$ cat src/logic/imr_defines.vh
// Purpose: Shared constants for the two-wire master receive sequencer
// Assumes: Byte addresses on a 32-bit Avalon-MM slave port
// Notes:   Definitions only
`ifndef IMR_DEFINES_VH
`define IMR_DEFINES_VH

// ----------------------------------------------------------------
// Register byte offsets
// ----------------------------------------------------------------
`define IMR_OFS_CTRL      5'h00
`define IMR_OFS_STAT      5'h04
`define IMR_OFS_DATA      5'h08
`define IMR_OFS_MODE      5'h0c
`define IMR_OFS_TIMER     5'h10

// ----------------------------------------------------------------
// Link control register fields
// ----------------------------------------------------------------
`define IMR_CTL_CORE_ON   7
`define IMR_CTL_IRQ_EN    6
`define IMR_CTL_MASTER    5
`define IMR_CTL_TRANSMIT  4
`define IMR_CTL_ACK_CHK   3
`define IMR_CTL_BUSY      2
`define IMR_CTL_GATE      1
`define IMR_CTL_EVENT     0

// ----------------------------------------------------------------
// Link status register fields
// ----------------------------------------------------------------
`define IMR_STA_RX_FULL   7
`define IMR_STA_TX_EMPTY  6
`define IMR_STA_ARB_LOST  5
`define IMR_STA_ACK_ERR   4
`define IMR_STA_ACK       0

// ----------------------------------------------------------------
// Link mode register fields
// ----------------------------------------------------------------
`define IMR_MOD_BIT_ORDER 7
`define IMR_MOD_WAIT      6
`define IMR_MOD_DIV_HI    2
`define IMR_MOD_DIV_LO    0

// ----------------------------------------------------------------
// Reset values
// ----------------------------------------------------------------
`define IMR_RST_BYTE      8'h00
`define IMR_RST_ACK       1'b0

// ----------------------------------------------------------------
// Timing: base quarter of a bus clock period
// ----------------------------------------------------------------
`define IMR_CLK_MHZ       200
`define IMR_QTR_NS        125
`define IMR_QTR_CYC       ((`IMR_QTR_NS * `IMR_CLK_MHZ) / 1000)
`define IMR_LAST_BIT      4'h8

`endif

$ cat src/logic/imr_master.v
// Purpose: Two-wire bus master sequencer with start, address, receive, stop
// Assumes: Open-drain lines resolved outside; slave mode only as mode bits
// Notes on behaviour
// - Busy flag reads 0 when bus released
// - Master and transmit bits set give transmitter
// - One write master=1 busy=1 gate=0 issues start
// - Start detected sets event and transmit-empty
// - Data write in transmit clears transmit-empty
// - Holding byte moves into shift stage
// - Transmit: event at ninth clock rising edge
// - Interrupt when event flag and enable
// - Ninth clock acknowledge loads acknowledge bit
// - Clearing transmit bit selects master reception
// - Reception drives acknowledge bit in slot
// - Dummy data read starts first reception
// - Reception: event and receive-full at ninth
// - Next byte waits until receive-full clears
// - Data read returns byte, clears receive-full
// - Transmit bit set ends reception, sets empty
// - Acknowledge check stops transfer on NACK
// - Bus rate from range and divider bits
// - Bit order and wait zero: MSB first
// - Lost arbitration drops to slave reception
// - Core-on selects own-address or mode/data view
// - One write master=1 busy=0 gate=0 issues stop
`timescale 1ns/1ps
`include "imr_defines.vh"

module imr_master #(
    parameter QTR_BASE = `IMR_QTR_CYC
) (
    input  wire        CLK_I,
    input  wire        RST_N_I,
    input  wire [4:0]  AVS_ADDRESS_I,
    input  wire        AVS_READ_I,
    input  wire        AVS_WRITE_I,
    input  wire [3:0]  AVS_BYTEENABLE_I,
    input  wire [31:0] AVS_WRITEDATA_I,
    output reg  [31:0] AVS_READDATA_O,
    output wire        AVS_WAITREQUEST_O,
    output wire        IRQ_O,
    input  wire        SCL_I,
    output wire        SCL_O,
    output wire        SCL_OE_O,
    input  wire        SDA_I,
    output wire        SDA_O,
    output wire        SDA_OE_O
);

// ----------------------------------------------------------------
// Engine states
// ----------------------------------------------------------------
localparam S_IDLE  = 3'd0;
localparam S_START = 3'd1;
localparam S_HOLD  = 3'd2;
localparam S_BIT   = 3'd3;
localparam S_STOP  = 3'd4;

// Bit index to shift position for either bit order
function [2:0] bit_pos;
    input [3:0] idx;
    input       lsb_first;
    begin
        bit_pos = lsb_first ? idx[2:0] : (3'd7 - idx[2:0]);
    end
endfunction

// ----------------------------------------------------------------
// Declarations
// ----------------------------------------------------------------
reg        ack_q;
reg        core_on_q, irq_en_q, master_q, transmit_q, ack_chk_q;
reg        busy_q, event_q, rx_full_q, tx_empty_q, arb_lost_q, ack_err_q;
reg        ack_val_q, bit_order_q, wait_q;
reg [2:0]  div_sel_q;
reg [1:0]  rate_q;
reg [7:0]  own_addr_q, own_addr2_q, hold_q, shift_q, rx_byte_q;
reg        start_req_q, stop_req_q, rx_arm_q, rx_mode_q, tx_frame_q;
reg [2:0]  state_q;
reg [1:0]  qtr_q;
reg [3:0]  bit_q;
reg [15:0] div_cnt_q;
reg        scl_low_q, sda_low_q;
reg        scl_m_q, scl_s_q, sda_m_q, sda_s_q, sda_d_q, scl_d_q;
wire       do_wr, do_rd, wr_lane, ctl_wr, sta_wr, dat_wr, dat_rd, mod_wr;
wire       tim_wr, tick, start_seen, stop_seen, arb_hit, ninth_rise;
wire [15:0] qtr_len;
wire [7:0] ctl_rd, sta_rd, mod_rd, wd;

// ----------------------------------------------------------------
// Avalon-MM slave: one wait cycle per access
// ----------------------------------------------------------------
// Access completes on the edge where ack_q is high
assign AVS_WAITREQUEST_O = (AVS_READ_I | AVS_WRITE_I) & ~ack_q;
assign do_wr   = AVS_WRITE_I & ack_q;
assign do_rd   = AVS_READ_I & ack_q;
assign wr_lane = do_wr & AVS_BYTEENABLE_I[0];
assign wd      = AVS_WRITEDATA_I[7:0];
assign ctl_wr  = wr_lane & (AVS_ADDRESS_I == `IMR_OFS_CTRL);
assign sta_wr  = wr_lane & (AVS_ADDRESS_I == `IMR_OFS_STAT);
assign dat_wr  = wr_lane & (AVS_ADDRESS_I == `IMR_OFS_DATA) & core_on_q;
assign mod_wr  = wr_lane & (AVS_ADDRESS_I == `IMR_OFS_MODE) & core_on_q;
assign tim_wr  = wr_lane & (AVS_ADDRESS_I == `IMR_OFS_TIMER);
assign dat_rd  = do_rd & (AVS_ADDRESS_I == `IMR_OFS_DATA) & core_on_q;

assign ctl_rd = {core_on_q, irq_en_q, master_q, transmit_q, ack_chk_q, busy_q, 1'b1, event_q};
assign sta_rd = {rx_full_q, tx_empty_q, arb_lost_q, ack_err_q, 3'b000, ack_val_q};
assign mod_rd = {bit_order_q, wait_q, 3'b000, div_sel_q};

// Read data registered in the wait cycle so it stands at the answer edge
always @(posedge CLK_I) begin
    ack_q <= RST_N_I & (AVS_READ_I | AVS_WRITE_I) & ~ack_q;
    if (!RST_N_I) begin
        AVS_READDATA_O <= 32'h0000_0000;
    end else if (AVS_READ_I & ~ack_q) begin
        case (AVS_ADDRESS_I)
            `IMR_OFS_CTRL:  AVS_READDATA_O <= {24'h00_0000, ctl_rd};
            `IMR_OFS_STAT:  AVS_READDATA_O <= {24'h00_0000, sta_rd};
            `IMR_OFS_DATA:  AVS_READDATA_O <= {24'h00_0000, core_on_q ? rx_byte_q : own_addr2_q};
            `IMR_OFS_MODE:  AVS_READDATA_O <= {24'h00_0000, core_on_q ? mod_rd : own_addr_q};
            `IMR_OFS_TIMER: AVS_READDATA_O <= {30'h0000_0000, rate_q};
            default:        AVS_READDATA_O <= 32'h0000_0000;
        endcase
    end
end

// Interrupt is a plain level of flag and enable
assign IRQ_O = event_q & irq_en_q;

// ----------------------------------------------------------------
// Line synchronisers and condition detectors
// ----------------------------------------------------------------
// Two flops per line; third stage only for edge detection
always @(posedge CLK_I) begin
    if (!RST_N_I) begin
        scl_m_q <= 1'b1;
        scl_s_q <= 1'b1;
        scl_d_q <= 1'b1;
        sda_m_q <= 1'b1;
        sda_s_q <= 1'b1;
        sda_d_q <= 1'b1;
    end else begin
        scl_m_q <= SCL_I;
        scl_s_q <= scl_m_q;
        scl_d_q <= scl_s_q;
        sda_m_q <= SDA_I;
        sda_s_q <= sda_m_q;
        sda_d_q <= sda_s_q;
    end
end

assign start_seen = sda_d_q & ~sda_s_q & scl_s_q & scl_d_q;
assign stop_seen  = ~sda_d_q & sda_s_q & scl_s_q & scl_d_q;

// Lines are only ever pulled low; a high is a released pin
assign SCL_O    = 1'b0;
assign SDA_O    = 1'b0;
assign SCL_OE_O = scl_low_q;
assign SDA_OE_O = sda_low_q;

// ----------------------------------------------------------------
// Bus clock divider: quarter-period tick
// ----------------------------------------------------------------
// Quarter length scales by 2^divider times (range + 1)
assign qtr_len = (QTR_BASE[15:0] << div_sel_q) * {13'h0000, {1'b0, rate_q} + 3'b001};
assign tick    = (div_cnt_q >= qtr_len - 16'h0001);

always @(posedge CLK_I) begin
    if (!RST_N_I || state_q == S_IDLE && !start_req_q || tick) begin
        div_cnt_q <= 16'h0000;
    end else begin
        div_cnt_q <= div_cnt_q + 16'h0001;
    end
end

// Arbitration loss: released data bit seen low at the high clock phase
assign arb_hit    = tick & (state_q == S_BIT) & (qtr_q == 2'd2) & scl_s_q & tx_frame_q &
                    (bit_q != `IMR_LAST_BIT) & ~sda_low_q & ~sda_s_q;
assign ninth_rise = tick & (state_q == S_BIT) & (qtr_q == 2'd2) & scl_s_q & (bit_q == `IMR_LAST_BIT);

// ----------------------------------------------------------------
// Software-owned configuration
// ----------------------------------------------------------------
always @(posedge CLK_I) begin
    if (!RST_N_I) begin
        core_on_q   <= 1'b0;
        irq_en_q    <= 1'b0;
        ack_chk_q   <= 1'b0;
        bit_order_q <= 1'b0;
        wait_q      <= 1'b0;
        div_sel_q   <= 3'b000;
        rate_q      <= 2'b00;
        own_addr_q  <= `IMR_RST_BYTE;
        own_addr2_q <= `IMR_RST_BYTE;
        hold_q      <= `IMR_RST_BYTE;
    end else begin
        if (ctl_wr) begin
            core_on_q <= wd[`IMR_CTL_CORE_ON];
            irq_en_q  <= wd[`IMR_CTL_IRQ_EN];
            ack_chk_q <= wd[`IMR_CTL_ACK_CHK];
        end
        if (mod_wr) begin
            bit_order_q <= wd[`IMR_MOD_BIT_ORDER];
            wait_q      <= wd[`IMR_MOD_WAIT];
            div_sel_q   <= wd[`IMR_MOD_DIV_HI:`IMR_MOD_DIV_LO];
        end
        // Own-address view only while the core is off
        if (wr_lane && !core_on_q && AVS_ADDRESS_I == `IMR_OFS_MODE) begin
            own_addr_q <= wd;
        end
        if (wr_lane && !core_on_q && AVS_ADDRESS_I == `IMR_OFS_DATA) begin
            own_addr2_q <= wd;
        end
        if (tim_wr) begin
            rate_q <= wd[1:0];
        end
        if (dat_wr && transmit_q) begin
            hold_q <= wd;
        end
    end
end

// ----------------------------------------------------------------
// Mode bits and flags: hardware sets win over software clears
// ----------------------------------------------------------------
always @(posedge CLK_I) begin
    if (!RST_N_I) begin
        master_q    <= 1'b0;
        transmit_q  <= 1'b0;
        busy_q      <= 1'b0;
        event_q     <= 1'b0;
        rx_full_q   <= 1'b0;
        tx_empty_q  <= 1'b0;
        arb_lost_q  <= 1'b0;
        ack_err_q   <= 1'b0;
        ack_val_q   <= `IMR_RST_ACK;
        start_req_q <= 1'b0;
        stop_req_q  <= 1'b0;
        rx_arm_q    <= 1'b0;
    end else begin
        if (ctl_wr) begin
            master_q   <= wd[`IMR_CTL_MASTER];
            transmit_q <= wd[`IMR_CTL_TRANSMIT];
            if (!wd[`IMR_CTL_EVENT]) begin
                event_q <= 1'b0;
            end
            // Master, busy and gate in one write: master=1 busy=1 gate=0 start, master=1 busy=0 gate=0 stop
            if (!wd[`IMR_CTL_GATE] && wd[`IMR_CTL_MASTER]) begin
                start_req_q <= wd[`IMR_CTL_BUSY] & ~busy_q;
                stop_req_q  <= ~wd[`IMR_CTL_BUSY] & busy_q;
            end
        end
        if (sta_wr) begin
            ack_val_q <= wd[`IMR_STA_ACK];
        end
        if (dat_wr && transmit_q) begin
            tx_empty_q <= 1'b0;
        end
        if (dat_rd) begin
            rx_full_q <= 1'b0;
            rx_arm_q  <= ~transmit_q & master_q;
        end
        if (state_q == S_START) begin
            start_req_q <= 1'b0;
        end
        if (state_q == S_STOP) begin
            stop_req_q <= 1'b0;
        end
        if (state_q == S_HOLD && !transmit_q && rx_arm_q && !rx_full_q) begin
            rx_arm_q <= 1'b0;
        end
        // Bus line events
        if (start_seen) begin
            busy_q     <= 1'b1;
            event_q    <= 1'b1;
            tx_empty_q <= 1'b1;
            arb_lost_q <= 1'b0;
        end
        if (stop_seen) begin
            busy_q     <= 1'b0;
            tx_empty_q <= 1'b0;
            ack_err_q  <= 1'b0;
            rx_arm_q   <= 1'b0;
        end
        // Transmit bit set after a received byte ends the reception
        if (state_q == S_HOLD && transmit_q && rx_mode_q) begin
            tx_empty_q <= 1'b1;
        end
        if (state_q == S_HOLD && transmit_q && master_q && !tx_empty_q && !ack_err_q && busy_q) begin
            tx_empty_q <= 1'b1;  // holding free again once shifted
        end
        if (ninth_rise) begin
            event_q <= 1'b1;
            if (tx_frame_q) begin
                ack_val_q <= sda_s_q;
                ack_err_q <= ack_chk_q & sda_s_q;
            end else begin
                rx_full_q <= 1'b1;
            end
        end
        // Lost bus: fall back to slave reception with preset acknowledge
        if (arb_hit) begin
            master_q   <= 1'b0;
            transmit_q <= 1'b0;
            event_q    <= 1'b1;
            arb_lost_q <= 1'b1;
        end
    end
end

// ----------------------------------------------------------------
// Bus sequencer
// ----------------------------------------------------------------
// Limitation: wait insertion bit is stored only; no wait states inserted
always @(posedge CLK_I) begin
    if (!RST_N_I || !core_on_q) begin
        state_q    <= S_IDLE;
        qtr_q      <= 2'd0;
        bit_q      <= 4'h0;
        scl_low_q  <= 1'b0;
        sda_low_q  <= 1'b0;
        shift_q    <= `IMR_RST_BYTE;
        rx_byte_q  <= `IMR_RST_BYTE;
        tx_frame_q <= 1'b0;
        rx_mode_q  <= 1'b0;
    end else if (arb_hit) begin
        state_q   <= S_IDLE;
        scl_low_q <= 1'b0;
        sda_low_q <= 1'b0;
    end else begin
        case (state_q)
            S_IDLE: begin
                qtr_q <= 2'd0;
                if (start_req_q && !busy_q && tick) begin
                    state_q <= S_START;
                end
            end
            S_START: begin
                // Data falls while clock high, then clock falls
                if (tick) begin
                    if (!sda_low_q) begin
                        sda_low_q <= 1'b1;
                    end else begin
                        scl_low_q <= 1'b1;
                        state_q   <= S_HOLD;
                    end
                end
            end
            S_HOLD: begin
                qtr_q <= 2'd0;
                bit_q <= 4'h0;
                if (stop_req_q) begin
                    state_q <= S_STOP;
                end else if (transmit_q && rx_mode_q) begin
                    rx_mode_q <= 1'b0;
                end else if (transmit_q && master_q && !tx_empty_q && !ack_err_q && busy_q) begin // own start seen
                    shift_q    <= hold_q;
                    tx_frame_q <= 1'b1;
                    state_q    <= S_BIT;
                end else if (!transmit_q && master_q && rx_arm_q && !rx_full_q) begin
                    tx_frame_q <= 1'b0;
                    rx_mode_q  <= 1'b1;
                    state_q    <= S_BIT;
                end
            end
            S_BIT: begin
                if (tick) begin
                    case (qtr_q)
                        2'd0: begin
                            // Set data while clock is low
                            if (bit_q == `IMR_LAST_BIT) begin
                                sda_low_q <= ~tx_frame_q & ~ack_val_q;
                            end else begin
                                sda_low_q <= tx_frame_q & ~shift_q[bit_pos(bit_q, bit_order_q)];
                            end
                            qtr_q <= 2'd1;
                        end
                        2'd1: begin
                            scl_low_q <= 1'b0;
                            qtr_q     <= 2'd2;
                        end
                        2'd2: begin
                            // Holds here while a slave stretches the clock
                            if (scl_s_q) begin
                                if (!tx_frame_q && bit_q != `IMR_LAST_BIT) begin
                                    rx_byte_q[bit_pos(bit_q, bit_order_q)] <= sda_s_q;
                                end
                                qtr_q <= 2'd3;
                            end
                        end
                        default: begin
                            scl_low_q <= 1'b1;
                            qtr_q     <= 2'd0;
                            if (bit_q == `IMR_LAST_BIT) begin
                                sda_low_q <= 1'b0;
                                state_q   <= S_HOLD;
                            end else begin
                                bit_q <= bit_q + 4'h1;
                            end
                        end
                    endcase
                end
            end
            S_STOP: begin
                // Data low, release clock, then release data while clock high
                if (tick) begin
                    case (qtr_q)
                        2'd0: begin
                            sda_low_q <= 1'b1;
                            qtr_q     <= 2'd1;
                        end
                        2'd1: begin
                            scl_low_q <= 1'b0;
                            qtr_q     <= 2'd2;
                        end
                        default: begin
                            if (scl_s_q) begin
                                sda_low_q <= 1'b0;
                                state_q   <= S_IDLE;
                            end
                        end
                    endcase
                end
            end
            default: begin
                state_q <= S_IDLE;
            end
        endcase
    end
end

endmodule
$ cat config.mk
export PLATFORM = sky130hd
export DESIGN_NAME = imr_master
export DESIGN_NICKNAME = d
export VERILOG_FILES = /design/src/logic/imr_master.v
export VERILOG_INCLUDE_DIRS = /design/src /design/src/logic
export SDC_FILE = /design/constraint.sdc
export NUM_CORES = 1
export LEC_CHECK = 0
export BUFFER_PORTS_ARGS = -buffer_cell sky130_fd_sc_hd__buf_2
export CORE_ASPECT_RATIO = 0.75
export CORE_MARGIN = 10
export CORE_UTILIZATION = 55
export DETAILED_ROUTE_END_ITERATION = 16
export HOLD_SLACK_MARGIN = 0.03
export PLACE_DENSITY = 0.86
export SYNTH_ARGS = -nofsm -noshare
export SYNTH_HDL_FRONTEND = slang
export SYNTH_SLANG_ARGS = --single-unit
$ cat constraint.sdc
create_clock -name CLK_I -period 7.8 [get_ports CLK_I]
set_clock_uncertainty 0.15 [all_clocks]
set_input_delay 0.78 -clock CLK_I [delete_from_list [all_inputs] [get_ports CLK_I]]
set_output_delay 0.78 -clock CLK_I [all_outputs]
set_load 0.02 [all_outputs]
* Word level (Yosys, flattened, before mapping)
Index checks and enable logic that the tools add are counted.
** Word-level totals
- Register bits after elaboration :: 130
- Input port bits :: 47
- Output and inout port bits :: 38
- Word-level logic and storage cells :: 284
** Operators by class
- Add/sub/neg operators :: 5
- Multipliers :: 1
- Order comparisons :: 3
- Equality and inequality tests :: 34
- Shift operators :: 1
- Muxes and demuxes :: 75
- Bitwise logic cells :: 52
- Reductions and logical operators :: 73
** Operators by type and width (count)
- $mux W3 :: 14
- $pmux W8 S5 :: 1
- $mux W1 :: 39
- $and A1 B1 Y1 :: 37
- $logic_and A1 B1 Y1 :: 27
- $ne A2 B2 Y1 const B :: 12
- $reduce_and A5 Y1 :: 4
- $reduce_or A2 Y1 :: 9
- $add A16 B1 Y16 const B :: 1
- $ge A16 B16 Y1 :: 1
- $mul A16 B3 Y16 :: 1
- $mux W8 :: 2
- $shl A5 B3 Y16 const A :: 1
- $sub A16 B1 Y16 const B :: 1
- $pmux W3 S5 :: 1
- $not A1 Y1 :: 14
- $mux W4 :: 3
- $pmux W2 S3 :: 2
- $reduce_and A6 Y1 :: 2
- $reduce_and A11 Y1 :: 1
- $eq A5 B4 Y1 const B :: 2
- $logic_not A1 Y1 :: 10
- $bwmux W8 :: 1
- $pmux W4 S2 :: 1
- 39 further kinds :: 57

* Longest topological paths before layout
- Word-level depth :: 13
- Gate-level depth with buffers :: 25
- Depth with buffers taken out :: 24

* Least setup slack after synthesis
Ideal clock, no wire load.
- Kind :: reg-to-reg
- From :: reg rate_q[0]
- To :: reg rx_byte_q[6]
- Library setup time :: 0.128 ns
- Arrival time :: 5.301 ns
- Required time :: 7.522 ns
- Path slack :: 2.221 ns
- Cell stages (with the launch flop) :: 25
- Buffers on the path :: 2
- Period minus slack after synthesis :: 5.579 ns
- Cells stage by stage :: dfxtp_1 ha_1 clkbuf_1 nor2b_1 nand2_1 ha_1 inv_1 fa_1 ha_1 a21o_1 a21o_1 a2111oi_4 o311ai_1 a31o_1 a21oi_1 xor2_1 ha_1 o211ai_1 and2_4 nor3_1 a21oi_4 buf_6 nor4_1 mux2i_1 nor2_1
** Between the ends
- Cells in the longest elaborated chain, start to end :: 13
** Ends and longest elaborated chain
- from (decl) :: line imr_master.v:76 : reg [1:0] rate_q;
- from (signal assigned) :: line imr_master.v:215 : rate_q <= wd[1:0];
- $add A2 B1 Y3 (*) :: line imr_master.v:165 : assign qtr_len = (QTR_BASE[15:0] << div_sel_q) * {13'h0000, {1'b0, rate_q} + 3'b001};
- $mul A16 B3 Y16 (*) :: line imr_master.v:165
- $sub A16 B1 Y16 (*) :: line imr_master.v:166 : assign tick = (div_cnt_q >= qtr_len - 16'h0001);
- $ge A16 B16 Y1 (*) :: line imr_master.v:166
- $and A1 B1 Y1 (7 in a row) :: line imr_master.v:177 : assign arb_hit = tick & (state_q == S_BIT) & (qtr_q == 2'd2) & scl_s_q & tx_frame_q &
- $not A1 Y1 (no line)
- $reduce_and A6 Y1 (no line) (*)
- to (signal assigned) :: line imr_master.v:323 : rx_byte_q <= `IMR_RST_BYTE;
- to (signal, indexed assignment) :: line imr_master.v:386 : rx_byte_q[bit_pos(bit_q, bit_order_q)] <= sda_s_q;
- to (decl) :: line imr_master.v:77 : reg [7:0] own_addr_q, own_addr2_q, hold_q, shift_q, rx_byte_q;
Every way passes the cells marked *; elsewhere a longest branch is shown, timed or not.
A chain may end at the register's enable or synchronous reset.

* Worst setup path in the final report
- From :: reg rate_q[0]
- To :: reg div_cnt_q[12]
** Between the ends
- Cells in the longest elaborated chain, start to end :: 5
** Ends and longest elaborated chain
- $add A2 B1 Y3 :: line imr_master.v:165
- $mul A16 B3 Y16 :: line imr_master.v:165
- $sub A16 B1 Y16 :: line imr_master.v:166
- $ge A16 B16 Y1 :: line imr_master.v:166
- $logic_or A1 B1 Y1 :: line imr_master.v:169 : if (!RST_N_I || state_q == S_IDLE && !start_req_q || tick) begin
- to (signal assigned) :: line imr_master.v:172 : div_cnt_q <= div_cnt_q + 16'h0001;
- to (decl) :: line imr_master.v:82 : reg [15:0] div_cnt_q;
Every way passes these cells.

==> results_dict.tcl <==
set metrics [dict create \
    status "complete, no violations" \
    cpPeakStageDelay_ps 570 \
    via_per_inst 5.59 \
    synth_top_cell_area_share_pct 29.6 \
    grt_start_max_net_pins 64 \
    postCtsSetupBuffers 0 \
    ys_seq_elements 106 \
    final_nets 976 \
    track_usage_pct 17.0 \
    worst-path-buf-inv 1 \
    tns_ps 0 \
    htreeDepth 3 \
    tritoncts "done" \
    ios 85 \
    setup_ws_ps 1440 \
    cts_sinks 106 \
    layout_commonest_cell "dfxtp_1" \
    dieArea_um2 18100 \
    dp_hpwl_um 11800 \
    synth_ff_type "dfxtp_1" \
    place.gp.congestion 0.909 \
    clock_latency_ps 370 \
    path_cells "ha_1, nor2b_1, nand2_1, ha_1, inv_1, fa_1, ha_1, a21o_1, a21o_1, a2111oi_4, o311ai_1, a31o_1, a21oi_1, xor2_1, ha_1, a21o_1, a22oi_1, nand2_1, a22oi_2, nand3_1, a21oi_1" \
    ir_drop_mv 0.132 \
    cap_violations 0 \
    async_flop_share_pct 0 \
    coreArea_um2 12900 \
    first_iter_violations 631 \
    hold_path_class "register to register" \
    rsz0062_at_grt "false" \
    fin_crit_ps 6360 \
    slew_viol_final 0 \
    antenna_cells 0 \
    routed_wl_um 15800 \
    synth.distinct_cells 71 \
    most-common-layout-cells "106 x dfxtp_1, 96 x nand2_1, 69 x nor2_1, 59 x mux2i_1, 56 x ha_1" \
    cts_buffers 9 \
    drc_errors 0 \
    clk_root_buffer_cell "clkbuf_16" \
    ctsHoldBuffers 0 \
    endpoint_kind "register" \
    areaGrowthSynthToFinish_pct 6.36 \
    max_slew.worst_pin.slew_ps 1000 \
    grt_pass1_wl_um 26300 \
    cp_max_fo 16 \
    first_pass_iters 6 \
    cp_top_family "compound AO/OA/AOI/OAI gates" \
    syn_inst 852 \
    start_util_pct 55.7 \
    finalCritPeriodShare_pct 81.6 \
    fp.dieW_um 152 \
    hold_viol_final 0 \
    yosys_warnings 0 \
    worstPathArrival_ps 6490 \
    routedWlPerCell_um 15.2 \
    synth_top_area_cell "dfxtp_1" \
    power_density_nw_per_um2 141 \
    synthTopCellsByArea "dfxtp_1 30%, ha_1 9.8%, mux2i_1 8.2%" \
    overflow 0 \
    post-place-ws_ps 1540 \
    critPathRequiredTime_ps 7930 \
    relSlewSlack_pct 33.2 \
    final_util_pct 59.3 \
    setup_viol 0 \
    clockBufferDepth 2 \
    io_buffer_count 31 \
    path_clk_slew_ps 80 \
    die_h_um 119 \
    holdWs_ps 281 \
    timing.fmax_mhz 157 \
    ant_nets 0 \
    drive_gt1_share_pct 7.84 \
    ctsResizeCount 0 \
    synth-seq-area-share_pct 29.6 \
    grt_pass1_vias 5293 \
    power_mw 1.08 \
    path_class "register to register" \
    syn_area_um2 7180 \
    vias 5807 \
    cp-start-kind "register" \
    nFillCells 1086 \
    syn-mean-instance-area_um2 8.43 \
    cpMaxStageDelayCell "nand3_1" \
    critical_path.most_common_cell "ha_1" \
    antenna_found_initial 0 \
    p_leak_nw 3.07 \
    core.rowCount 36 \
    synth_edf_count 0 \
]
## worst register-to-register path: stages, from the launching register on
cell	delay, ps
dfxtp_1	500
ha_1	400
nor2b_1	340
nand2_1	100
ha_1	290
inv_1	50
fa_1	490
ha_1	310
a21o_1	180
a21o_1	230
a2111oi_4	420
o311ai_1	150
a31o_1	220
a21oi_1	160
xor2_1	200
ha_1	270
a21o_1	190
a22oi_1	200
nand2_1	150
a22oi_2	410
nand3_1	570
a21oi_1	280
## metal layers
metal,GRT usage (%),wire [um]
met5,0,0
met3,5.07,1290
met1,23.8,7740
met4,4.62,205
met2,24.6,6560
## synthesized netlist by cell type, types with 24 or more instances
cell type  instances
ha_1              56
dfxtp_1          106
nor2b_1           35
buf_4             27
nor2_1            69
nand3_1           26
o21ai_0           26
a21oi_1           37
clkbuf_1          24
nand2_1           96
mux2i_1           59
inv_1             49
## path summary, 6_finish.rpt
kind | startpoint | endpoint | slack, ps | cells past startpoint
max | rate_q[0]$_SDFFE_PN0P_ | div_cnt_q[12]$_SDFF_PP0_ | 1440 | 21
min | sda_m_q$_SDFF_PN1_ | sda_s_q$_SDFF_PN1_ | 280 | 1
max reg2reg | rate_q[0]$_SDFFE_PN0P_ | div_cnt_q[12]$_SDFF_PP0_ | 1440 | 21
min reg2reg | sda_m_q$_SDFF_PN1_ | sda_s_q$_SDFF_PN1_ | 280 | 1
## final cells by class
class	count	area (um2)	share of cell area, %
Clock buffer	9	225	2.95
Clock inverter	7	91.3	1.20
Inverter	50	188	2.46
Multi-Input combinational cell	662	4630	60.6
Sequential cell	106	2120	27.8
Tap cell	171	214	2.80
Timing Repair Buffer	33	170	2.23
## sequential cells by signal (all words and copies together), names as in the netlist, 2 cells and up
register / cells
hold_q: 8
qtr_q: 2
bit_q: 4
own_addr_q: 8
own_addr2_q: 8
rx_byte_q: 8
state_q: 3
AVS_READDATA_O: 8
div_sel_q: 3
div_cnt_q: 16
shift_q: 8
rate_q: 2
## metrics by stage
step / std cells / area, um2
floorplan: 877 / 7270
global placement: 1022 / 7320
detailed placement: 1022 / 7320
CTS: 1038 / 7640
global route: 1038 / 7640
finish: 1038 / 7640
## logic make-up (layout without fill, tap and decap cells)
| group | Yosys count | in the layout | synth area share, % |
|---|---|---|---|
| and+or+nand+nor | 336 | 336 | 23.6 |
| adders and majority gates | 67 | 67 | 12.8 |
| DFF | 106 | 106 | 29.6 |
| muxes | 66 | 66 | 10.3 |
| xor gates and xnor gates | 25 | 25 | 3.05 |
| other | 1 | 26 | 0.0522 |
| AOI/OAI and AO/OA | 142 | 142 | 13.3 |
| buffers and inverters | 109 | 99 | 7.32 |
## power by group
| group | internal, mW | leakage, nW | switching (mW) |
|---|---|---|---|
| clock | 0.233 | 0.154 | 0.239 |
| combinational | 0.0173 | 2.06 | 0.0398 |
| sequential | 0.544 | 0.856 | 0.00340 |
| total | 0.794 | 3.07 | 0.282 |
Power figures use the tool's default switching activity.
